### src/ahsb_consts.svh
`ifndef AHSB_CONSTS_SVH
`define AHSB_CONSTS_SVH

// Register byte offsets on the AHB-Lite slave.
`define AHSB_OFS_CTRL 8'h00
`define AHSB_OFS_CMD0 8'h04
`define AHSB_OFS_CMD1 8'h08
`define AHSB_OFS_CMD2 8'h0C
`define AHSB_OFS_PLEN 8'h10
`define AHSB_OFS_HDR0 8'h14
`define AHSB_OFS_HDR1 8'h18
`define AHSB_OFS_STAT 8'h1C
`define AHSB_OFS_ADJ 8'h20

// Byte offsets of the header fields.
`define AHSB_HDR_RESULT_OFS 3'h0
`define AHSB_HDR_OPCODE_OFS 3'h2
`define AHSB_HDR_LENGTH_OFS 3'h4
`define AHSB_HDR_TAG_OFS 3'h6

// Result word field positions.
`define AHSB_RES_SEV_BIT 15
`define AHSB_RES_NS_HI 14
`define AHSB_RES_NS_LO 13
`define AHSB_RES_RSVD_BIT 12
`define AHSB_RES_CODE_HI 11

// Result namespaces.
`define AHSB_NS_PROTOCOL 2'h0
`define AHSB_NS_TECH 2'h1
`define AHSB_NS_DEVICE 2'h2

// Result codes.
`define AHSB_RESULT_OK 16'h0000
`define AHSB_RESULT_UNSUPPORTED 16'h8001
`define AHSB_RESULT_BAD_PARAMETER 16'h8002
`define AHSB_RESULT_BAD_ADDRESS 16'h8003
`define AHSB_RESULT_READ_ONLY 16'h8004
`define AHSB_RESULT_MISALIGNED 16'h8005
`define AHSB_RESULT_ACCESS_REFUSED 16'h8006
`define AHSB_RESULT_BUSY 16'h8007
`define AHSB_RESULT_ACK_TIMEOUT 16'h800B
`define AHSB_RESULT_BAD_HEADER 16'h800E
`define AHSB_RESULT_CONFIG_FORBIDS 16'h800F
`define AHSB_RESULT_GENERIC 16'h8FFF

// Command flag bits.
`define AHSB_FLAG_ACKREQ_BIT 14
`define AHSB_FLAG_RESEND_BIT 15
`define AHSB_FLAG_RSVD_MASK 16'h3FFF

// Opcode bit that marks an acknowledge.
`define AHSB_OPCODE_ACK_BIT 0

// Reset values.
`define AHSB_RST_WORD 32'h0000_0000
`define AHSB_RST_HALF 16'h0000

`endif

### src/ahsb_pkg.sv
package ahsb_pkg;
  typedef enum logic [1:0] {
    AHSB_IDLE = 2'b00,
    AHSB_BUILD = 2'b01,
    AHSB_DONE = 2'b10
  } ahsb_state_t;

  // Failure classes, in priority order (lowest number wins).
  typedef enum logic [3:0] {
    AHSB_FC_NONE = 4'h0,
    AHSB_FC_HEADER = 4'h1,
    AHSB_FC_UNSUPPORTED = 4'h2,
    AHSB_FC_BUSY = 4'h3,
    AHSB_FC_CONFIG = 4'h4,
    AHSB_FC_PARAMETER = 4'h5,
    AHSB_FC_ADDRESS = 4'h6,
    AHSB_FC_MISALIGNED = 4'h7,
    AHSB_FC_READ_ONLY = 4'h8,
    AHSB_FC_ACCESS = 4'h9,
    AHSB_FC_TIMEOUT = 4'hA,
    AHSB_FC_GENERIC = 4'hB
  } ahsb_fail_t;

  typedef struct packed {
    logic addrPhase;
    logic addrWrite;
    logic [7:0] addrOfs;
    logic [31:0] hrdata;
    ahsb_state_t state;
    logic [15:0] cmdFlags;
    logic [15:0] cmdOpcode;
    logic [15:0] cmdLength;
    logic [15:0] cmdTag;
    logic [15:0] payloadLength;
    logic [11:0] failBits;
    logic [11:0] adjustCode;
    logic adjustValid;
    logic [15:0] resultWord;
    logic [15:0] ackOpcode;
    logic [15:0] ackLength;
    logic [15:0] ackTag;
    logic ackValid;
    logic ackWanted;
    logic sticky;
  } ahsb_state_s_t;
endpackage

### src/ack_header_status_builder.sv
// What this block does
// Result word sits at header byte offset zero.
// Opcode field sits at header byte offset two.
// Payload length field sits at header byte offset four.
// Sequence tag sits at header byte offset six.
// Host supplies the sequence tag and increments it per command.
// Result word is 16 bits; code in bits 0-11; bit 12 zero.
// Bits 13-14 carry namespace: protocol, technology or device.
// Bit 15 is severity: zero warning or info, one error.
// Adjusted writes report a warning result, not an error.
// Success returns result word 0x0000.
// Unimplemented or unknown opcode returns 0x8001.
// Invalid or out of range parameter returns 0x8002.
// Nonexistent register address returns 0x8003.
// Write to read-only register returns 0x8004.
// Misaligned access returns 0x8005.
// Read of non-readable or write of non-writable returns 0x8006.
// Busy receiver returns 0x8007.
// Acknowledge wait timeout is reported as 0x800B.
// Invalid header returns 0x800E.
// Configuration forbidding the command returns 0x800F.
// Acknowledge opcode has its least significant bit set.
// Flag bit 14 requests an acknowledge from the receiver.
//
// Decided for this implementation: the AHB-Lite register port and the address map.
`include "ahsb_consts.svh"

module ack_header_status_builder (
  input wire logic clk,
  input wire logic rst_n,
  input wire logic hsel,
  input wire logic [31:0] haddr,
  input wire logic [1:0] htrans,
  input wire logic hwrite,
  input wire logic [2:0] hsize,
  input wire logic [31:0] hwdata,
  input wire logic hready,
  output logic hreadyout,
  output logic hresp,
  output logic [31:0] hrdata,
  output logic ackValid,
  output logic ackWanted,
  output logic [63:0] ackHeader
);

  ahsb_pkg::ahsb_state_s_t cur, nxt;

  // Result word from a failure class, by priority.
  function automatic logic [15:0] resultFor(input logic [11:0] fails);
    logic [15:0] r;
    r = `AHSB_RESULT_OK;
    if (fails[11]) r = `AHSB_RESULT_GENERIC;
    if (fails[10]) r = `AHSB_RESULT_ACK_TIMEOUT;
    if (fails[9]) r = `AHSB_RESULT_ACCESS_REFUSED;
    if (fails[8]) r = `AHSB_RESULT_READ_ONLY;
    if (fails[7]) r = `AHSB_RESULT_MISALIGNED;
    if (fails[6]) r = `AHSB_RESULT_BAD_ADDRESS;
    if (fails[5]) r = `AHSB_RESULT_BAD_PARAMETER;
    if (fails[4]) r = `AHSB_RESULT_CONFIG_FORBIDS;
    if (fails[3]) r = `AHSB_RESULT_BUSY;
    if (fails[2]) r = `AHSB_RESULT_UNSUPPORTED;
    if (fails[1]) r = `AHSB_RESULT_BAD_HEADER;
    return r;
  endfunction

  // Warning word: severity zero, device namespace, reserved bit zero.
  function automatic logic [15:0] warnWord(input logic [11:0] code);
    logic [15:0] w;
    w = 16'h0000;
    w[`AHSB_RES_CODE_HI:0] = code;
    w[`AHSB_RES_RSVD_BIT] = 1'b0;
    w[`AHSB_RES_NS_HI:`AHSB_RES_NS_LO] = `AHSB_NS_DEVICE;
    w[`AHSB_RES_SEV_BIT] = 1'b0;
    return w;
  endfunction

  logic [15:0] ctrlWord;
  logic [31:0] statWord;

  always_comb begin
    ctrlWord = {15'h0000, 1'b0};
    statWord = {12'h000, cur.state, cur.ackWanted, cur.ackValid, cur.resultWord};
  end

  always_comb begin
    logic isWriteAccess;
    logic adjOnly;
    isWriteAccess = 1'b0;
    adjOnly = 1'b0;
    nxt = cur;
    // Address phase capture; single-cycle slave, so hreadyout is always high.
    if (hready) begin
      nxt.addrPhase = hsel && htrans[1];
      nxt.addrWrite = hwrite;
      nxt.addrOfs = haddr[7:0];
    end
    if (cur.addrPhase && cur.addrWrite) begin
      isWriteAccess = 1'b1;
      case (cur.addrOfs)
        `AHSB_OFS_CMD0: begin
          nxt.cmdFlags = hwdata[31:16];
          nxt.cmdOpcode = hwdata[15:0];
        end
        `AHSB_OFS_CMD1: begin
          nxt.cmdLength = hwdata[31:16];
          nxt.cmdTag = hwdata[15:0];
        end
        `AHSB_OFS_CMD2: begin
          nxt.failBits = hwdata[11:0];
        end
        `AHSB_OFS_PLEN: begin
          nxt.payloadLength = hwdata[15:0];
        end
        `AHSB_OFS_ADJ: begin
          nxt.adjustCode = hwdata[11:0];
          nxt.adjustValid = hwdata[31];
        end
        `AHSB_OFS_CTRL: begin
          if (hwdata[0] && cur.state == ahsb_pkg::AHSB_IDLE) begin
            nxt.state = ahsb_pkg::AHSB_BUILD;
          end
          if (hwdata[1]) begin
            nxt.ackValid = 1'b0;
            nxt.state = ahsb_pkg::AHSB_IDLE;
          end
        end
        default: begin
          isWriteAccess = 1'b0;
        end
      endcase
    end
    // Read data for the data phase that begins next cycle.
    nxt.hrdata = 32'h0000_0000;
    if (hsel && htrans[1] && !hwrite && hready) begin
      case (haddr[7:0])
        `AHSB_OFS_CTRL: nxt.hrdata = {16'h0000, ctrlWord};
        `AHSB_OFS_CMD0: nxt.hrdata = {cur.cmdFlags, cur.cmdOpcode};
        `AHSB_OFS_CMD1: nxt.hrdata = {cur.cmdLength, cur.cmdTag};
        `AHSB_OFS_CMD2: nxt.hrdata = {20'h00000, cur.failBits};
        `AHSB_OFS_PLEN: nxt.hrdata = {16'h0000, cur.payloadLength};
        `AHSB_OFS_HDR0: nxt.hrdata = {cur.ackOpcode, cur.resultWord};
        `AHSB_OFS_HDR1: nxt.hrdata = {cur.ackTag, cur.ackLength};
        `AHSB_OFS_STAT: nxt.hrdata = statWord;
        `AHSB_OFS_ADJ: nxt.hrdata = {cur.adjustValid, 19'h00000, cur.adjustCode};
        default: nxt.hrdata = 32'h0000_0000;
      endcase
    end
    case (cur.state)
      ahsb_pkg::AHSB_IDLE: begin
      end
      ahsb_pkg::AHSB_BUILD: begin
        adjOnly = (cur.failBits == 12'h000) && cur.adjustValid;
        if (adjOnly) begin
          nxt.resultWord = warnWord(cur.adjustCode);
        end else begin
          nxt.resultWord = resultFor(cur.failBits);
        end
        nxt.ackOpcode = {cur.cmdOpcode[15:1], 1'b1};
        // Errors carry no payload; a good answer carries the agreed length.
        nxt.ackLength = (cur.failBits == 12'h000) ? cur.payloadLength : 16'h0000;
        nxt.ackTag = cur.cmdTag;
        nxt.ackWanted = cur.cmdFlags[`AHSB_FLAG_ACKREQ_BIT];
        nxt.ackValid = 1'b1;
        nxt.sticky = isWriteAccess;
        nxt.state = ahsb_pkg::AHSB_DONE;
      end
      ahsb_pkg::AHSB_DONE: begin
      end
      default: nxt.state = ahsb_pkg::AHSB_IDLE;
    endcase
  end

  always_ff @(posedge clk or negedge rst_n) begin
    if (!rst_n) begin
      cur <= '0;
    end else begin
      cur <= nxt;
    end
  end

  always_comb begin
    hreadyout = 1'b1;
    hresp = 1'b0;
  end

  assign hrdata = cur.hrdata;
  assign ackValid = cur.ackValid;
  assign ackWanted = cur.ackWanted;
  // header bytes 0..7 with each field little-endian.
  assign ackHeader = {cur.ackTag, cur.ackLength, cur.ackOpcode, cur.resultWord};
endmodule

### config.mk
export PLATFORM = sky130hd
export DESIGN_NAME = ack_header_status_builder
export DESIGN_NICKNAME = d
export VERILOG_FILES = /design/src/ahsb_pkg.sv /design/src/ack_header_status_builder.sv
export VERILOG_INCLUDE_DIRS = /design/src /design/src/src
export SDC_FILE = /design/constraint.sdc
export NUM_CORES = 1
export LEC_CHECK = 0
export BUFFER_PORTS_ARGS = -buffer_cell sky130_fd_sc_hd__buf_2
export CAP_MARGIN = 20
export CORE_MARGIN = 5
export CORE_UTILIZATION = 60
export CTS_CLUSTER_SIZE = 30
export DETAILED_ROUTE_END_ITERATION = 12
export PLACE_DENSITY = 0.84
export SLEW_MARGIN = 25
export SYNTH_ARGS = -nofsm -noshare
export SYNTH_HDL_FRONTEND = slang
export SYNTH_SLANG_ARGS = --single-unit
### constraint.sdc
create_clock -name clk -period 3.6 [get_ports clk]
set_input_delay 0.36 -clock clk [delete_from_list [all_inputs] [get_ports clk]]
set_output_delay 0.36 -clock clk [all_outputs]
set_load 0.1 [all_outputs]
Yosys cells after proc, flatten, opt, wreduce, memory -nomap -nowiden
Index checks and enable logic that the tools add are counted.
- bits in registers: 216
- bits of input ports: 74
- equal/unequal tests: 18
- multiplexer cells: 31
- reduce and logical (&&, ||, !) cells: 22
- operator list (operator ; number):
    $pmux W32 S8 ; 1
    $mux W16 ; 14
    $mux W107 ; 1
    $mux W32 ; 3
    $eq A8 B5 Y1 const B ; 5
    $eq A8 B4 Y1 const B ; 4
    $eq A8 B3 Y1 const B ; 2
    $eq A8 B6 Y1 const B ; 2
    $mux W13 ; 1
    $logic_not A12 Y1 ; 1
    $mux W12 ; 1
    $reduce_and A2 Y1 ; 5
    $logic_not A8 Y1 ; 1
    $logic_and A1 B1 Y1 ; 6
    $mux W2 ; 3
    $reduce_and A3 Y1 ; 2
    $reduce_bool A2 Y1 ; 3
    $reduce_or A6 Y1 ; 1
    $mux W1 ; 5
    $ne A2 B1 Y1 const B ; 2
    $pmux W2 S2 ; 1
    $mux W3 ; 1
    $ne A3 B1 Y1 const B ; 1
    $eq A2 B1 Y1 const B ; 1
    other kinds (4) ; 4

Logic depth before layout (Yosys ltp)
- depth after elaboration: 12
- mapped depth: 7
- mapped depth without buffers: 4

Worst setup path before layout
OpenSTA, ideal clock, no wires.
- path kind: reg2reg
- start point: register cur[210] (netlist bit)
- end point: register cur[140] (netlist bit)
- arrival time: 1760 ps
- slack: 1715 ps
- cell stages (with the launch flop): 7
- path buffers: 2
- clock period less this slack: 1885 ps
- cells stage by stage: dfrtp_1 > nor4_1 > and3_1 > and3b_1 > clkbuf_1 > buf_4 > mux2_2
- cells in the longest elaborated chain, start to end: 2
- RTL lines (what ; line ; RTL):
    start, declared ; ack_header_status_builder.sv:46 ; ahsb_pkg::ahsb_state_s_t cur, nxt;
    start signal, assigned ; ack_header_status_builder.sv:177 ; cur <= nxt;
    $eq A8 B3 Y1 ; ack_header_status_builder.sv:99 ; case (cur.addrOfs)
    $reduce_and A2 Y1 (no line) ; n/a ;
No other way between the ends.
A chain may end at the register's enable or synchronous reset.

Final worst setup path
- start point: register cur[89] (netlist bit)
- end point: register cur, in the netlist ackHeader[39]
- cells in the longest elaborated chain, start to end: 2
- RTL lines (what ; line ; RTL):
    $logic_not A12 Y1 ; ack_header_status_builder.sv:160 ; nxt.ackLength = (cur.failBits == 12'h000) ? cur.payloadLength : 16'h0000;
    $mux W16 ; ack_header_status_builder.sv:160 ;
No other way between the ends.

==> metrics.csv <==
metric,value,unit
status,finished clean,
FF/Latch Area,5330,µm²
Static Leak,5.41,nW
"Cell Area, Synth",10300,µm²
Clock Path Buffers,3,
"leading cell type in the layout, fill and taps excluded",dfrtp_1,
"commonest non-fill, non-tap cells in the layout","dfrtp_1, nand2_1, buf_2, mux2_2, nor2_1",
worst hold endpoint,cur[214],
FMAX,404,MHz
flop2flop setup slack,1.12,ns
largest net degree at the start of global routing,94,
fill count,1212,
num ports,174,
floorplan row count,47,
dominant synthesized flop cell,dfrtp_1,
Starting Density,61.6,%
multi-input logic area,3990,µm²
floorplan core area,16700,µm²
HPWL after DPL,17900,µm
startpoint class of the critical path,flip-flop,
# resized after CTS,0,
Hold Path Depth,2,
sequential fraction of the synthesis area,51.8,%
placer congestion estimate,0.863,
Hold Slack,0.101,ns
CP Class,reg2reg,
synth unique cells,58,
Hold Fails Final Rpt,0,
Port Buffers,141,
Syn Inst Count,920,
Ys Warns,0,
final setup fails,0,
die height,141,µm
Slew @ Worst Pin,0.941,ns
DR vias/cell,6.21,
Hold WC Path Type,in2reg,
crit path DAT,2.91,ns
VDD IR max,0.421,mV
Post-CTS Setup Repair Bufs,0,
Post-DRT Antenna Nets,0,
"Avg Cell Area, Syn",11.2,µm²
cts bufs inserted,23,
synthesis-to-finish area growth,10.0,%
DRC,0,
drt total wl,26900,µm
DR vias,7406,
hold_buf cts,1,
hold_sp,hwrite,
# nets final,1031,
power per cell area,469,nW/µm²
Reg2Reg Depth,4,
"Clk Latency, worst-skew pair",0.50,ns
Max Cap Viol,0,
Yosys reg bits,213,
Post-synth EDFFs,0,
Post-synth ARST share,100,%
setup_tns,0,ns
All-Layer GR Usage,27.3,%
skew final,0.00735,ns
RR Startpoint,cur[89],
die area,19900,µm²
global-route wire length before repair,42900,µm
CTS tree,yes,
clk root buf,clkbuf_16,
CP endpoint kind,flip-flop,
Num Clock Sinks,213,
clock-pin transition on the worst setup and hold timing paths,0.06,ns
layout cells sized above 1,36.6,%
die width,141,µm
Tcrit/Tclk final,68.8,%
Ant. Diodes,0,
number of global-route vias before repair,7628,
drt pass-1 iters,5,
H-tree levels,1,
initial antenna violation count,0,
Slew Limit Fails,0,
total congestion overflow,0,
DR iter-0 viols,697,
RSZ-0062 raised after global routing,no,
Critical Path RT,4.03,ns
crit path max fanout,16,
R2R Path End,ackHeader[39],
Slew HR,36.8,%
clock period minus worst slack,2.48,ns
post-DR wirelength/cell,22.5,µm
==> metrics by stage <==
stage	utilization, %	setup slack (ns)	std cells	total power, mW	instance area, µm²
2_1_floorplan	-	1.72	922	2.72	10300
3_3_place_gp	62.9	1.07	1151	2.85	10500
3_5_place_dp	62.9	1.08	1151	2.86	10500
4_1_cts	67.8	1.14	1192	5.33	11300
5_1_grt	67.8	1.04	1192	5.48	11300
6_report	67.8	1.12	1192	5.31	11300
==> power by group <==
group	internal, mW	total (mW)	switching [mW]
Sequential	2.46	2.52	0.0607
Combinational	0.114	0.302	0.188
Clock	1.57	2.48	0.916
Total	4.14	5.31	1.16
==> per-layer routing <==
layer  track usage (%)  share of wire (%)
met1              37.1                 40
met2              43.4                 47
met3              6.91                 10
met4              8.87                2.8
met5                 0                  0
==> cell type report <==
cell class	instances	area share, %
clock inverters	4	0.840
inverters	6	0.199
repair buffers	162	7.94
well taps	220	2.43
multi-input cells	551	35.2
clock buffers	36	6.31
flip-flops and latches	213	47.1
==> worst max-delay path, cell delays in order, from the launching register on <==
cell     delay [ns]
dfrtp_1        0.45
or3_1          0.51
nor4_2         0.34
nor3b_4        0.84
a22o_1         0.26
==> cell usage after synthesis (4+ instances only) <==
master / number / area, µm²
o22a_1: 5 / 43.8
mux2_2: 118 / 1330
nand2_1: 144 / 541
a21oi_1: 32 / 160
nand3_1: 6 / 30.0
mux2i_1: 16 / 160
a31oi_1: 7 / 43.8
clkbuf_1: 32 / 120
a22o_1: 31 / 272
a21boi_0: 5 / 37.5
buf_2: 8 / 40.0
dfrtp_1: 213 / 5330
nand2b_1: 7 / 43.8
nor2_1: 33 / 124
buf_1: 5 / 18.8
o21ai_0: 18 / 90.1
a21oi_2: 10 / 87.6
nor3_1: 8 / 40.0
buf_4: 104 / 781
or3b_2: 11 / 96.3
a22oi_1: 26 / 195
or3_1: 5 / 31.3
inv_1: 6 / 22.5
nor2b_1: 4 / 25.0
nand3b_1: 10 / 75.1
==> kinds of logic (layout without fill, tap and decap cells) <==
kind of cell | after synthesis | in the layout | share of synthesized area [%]
compound gates | 153 | 153 | 10.7
other cells | 2 | 4 | 0.0730
mux | 134 | 134 | 14.5
buf+inv | 158 | 208 | 9.87
simple gates | 260 | 260 | 13.0
flops | 213 | 213 | 51.8
==> sequential cells by signal (all words and copies together) (netlist names) <==
name / count
cur: 117
hrdata: 32
ackValid: 1
ackHeader: 62
ackWanted: 1
==> worst max-delay path by stage <==
stage | start | endpoint | slack, ns | depth (start not counted)
6_report | cur[89] | ackHeader[39] | 1.12 | 4
5_1_grt | cur[86] | ackHeader[39] | 1.04 | 4
4_1_cts | cur[86] | ackHeader[39] | 1.14 | 4
3_5_place_dp | haddr[2] | hrdata[25] | 1.08 | 6
3_3_place_gp | haddr[2] | hrdata[20] | 1.07 | 6
2_1_floorplan | cur[210] | cur[140] | 1.72 | 6
Power figures use the tool's default switching activity.
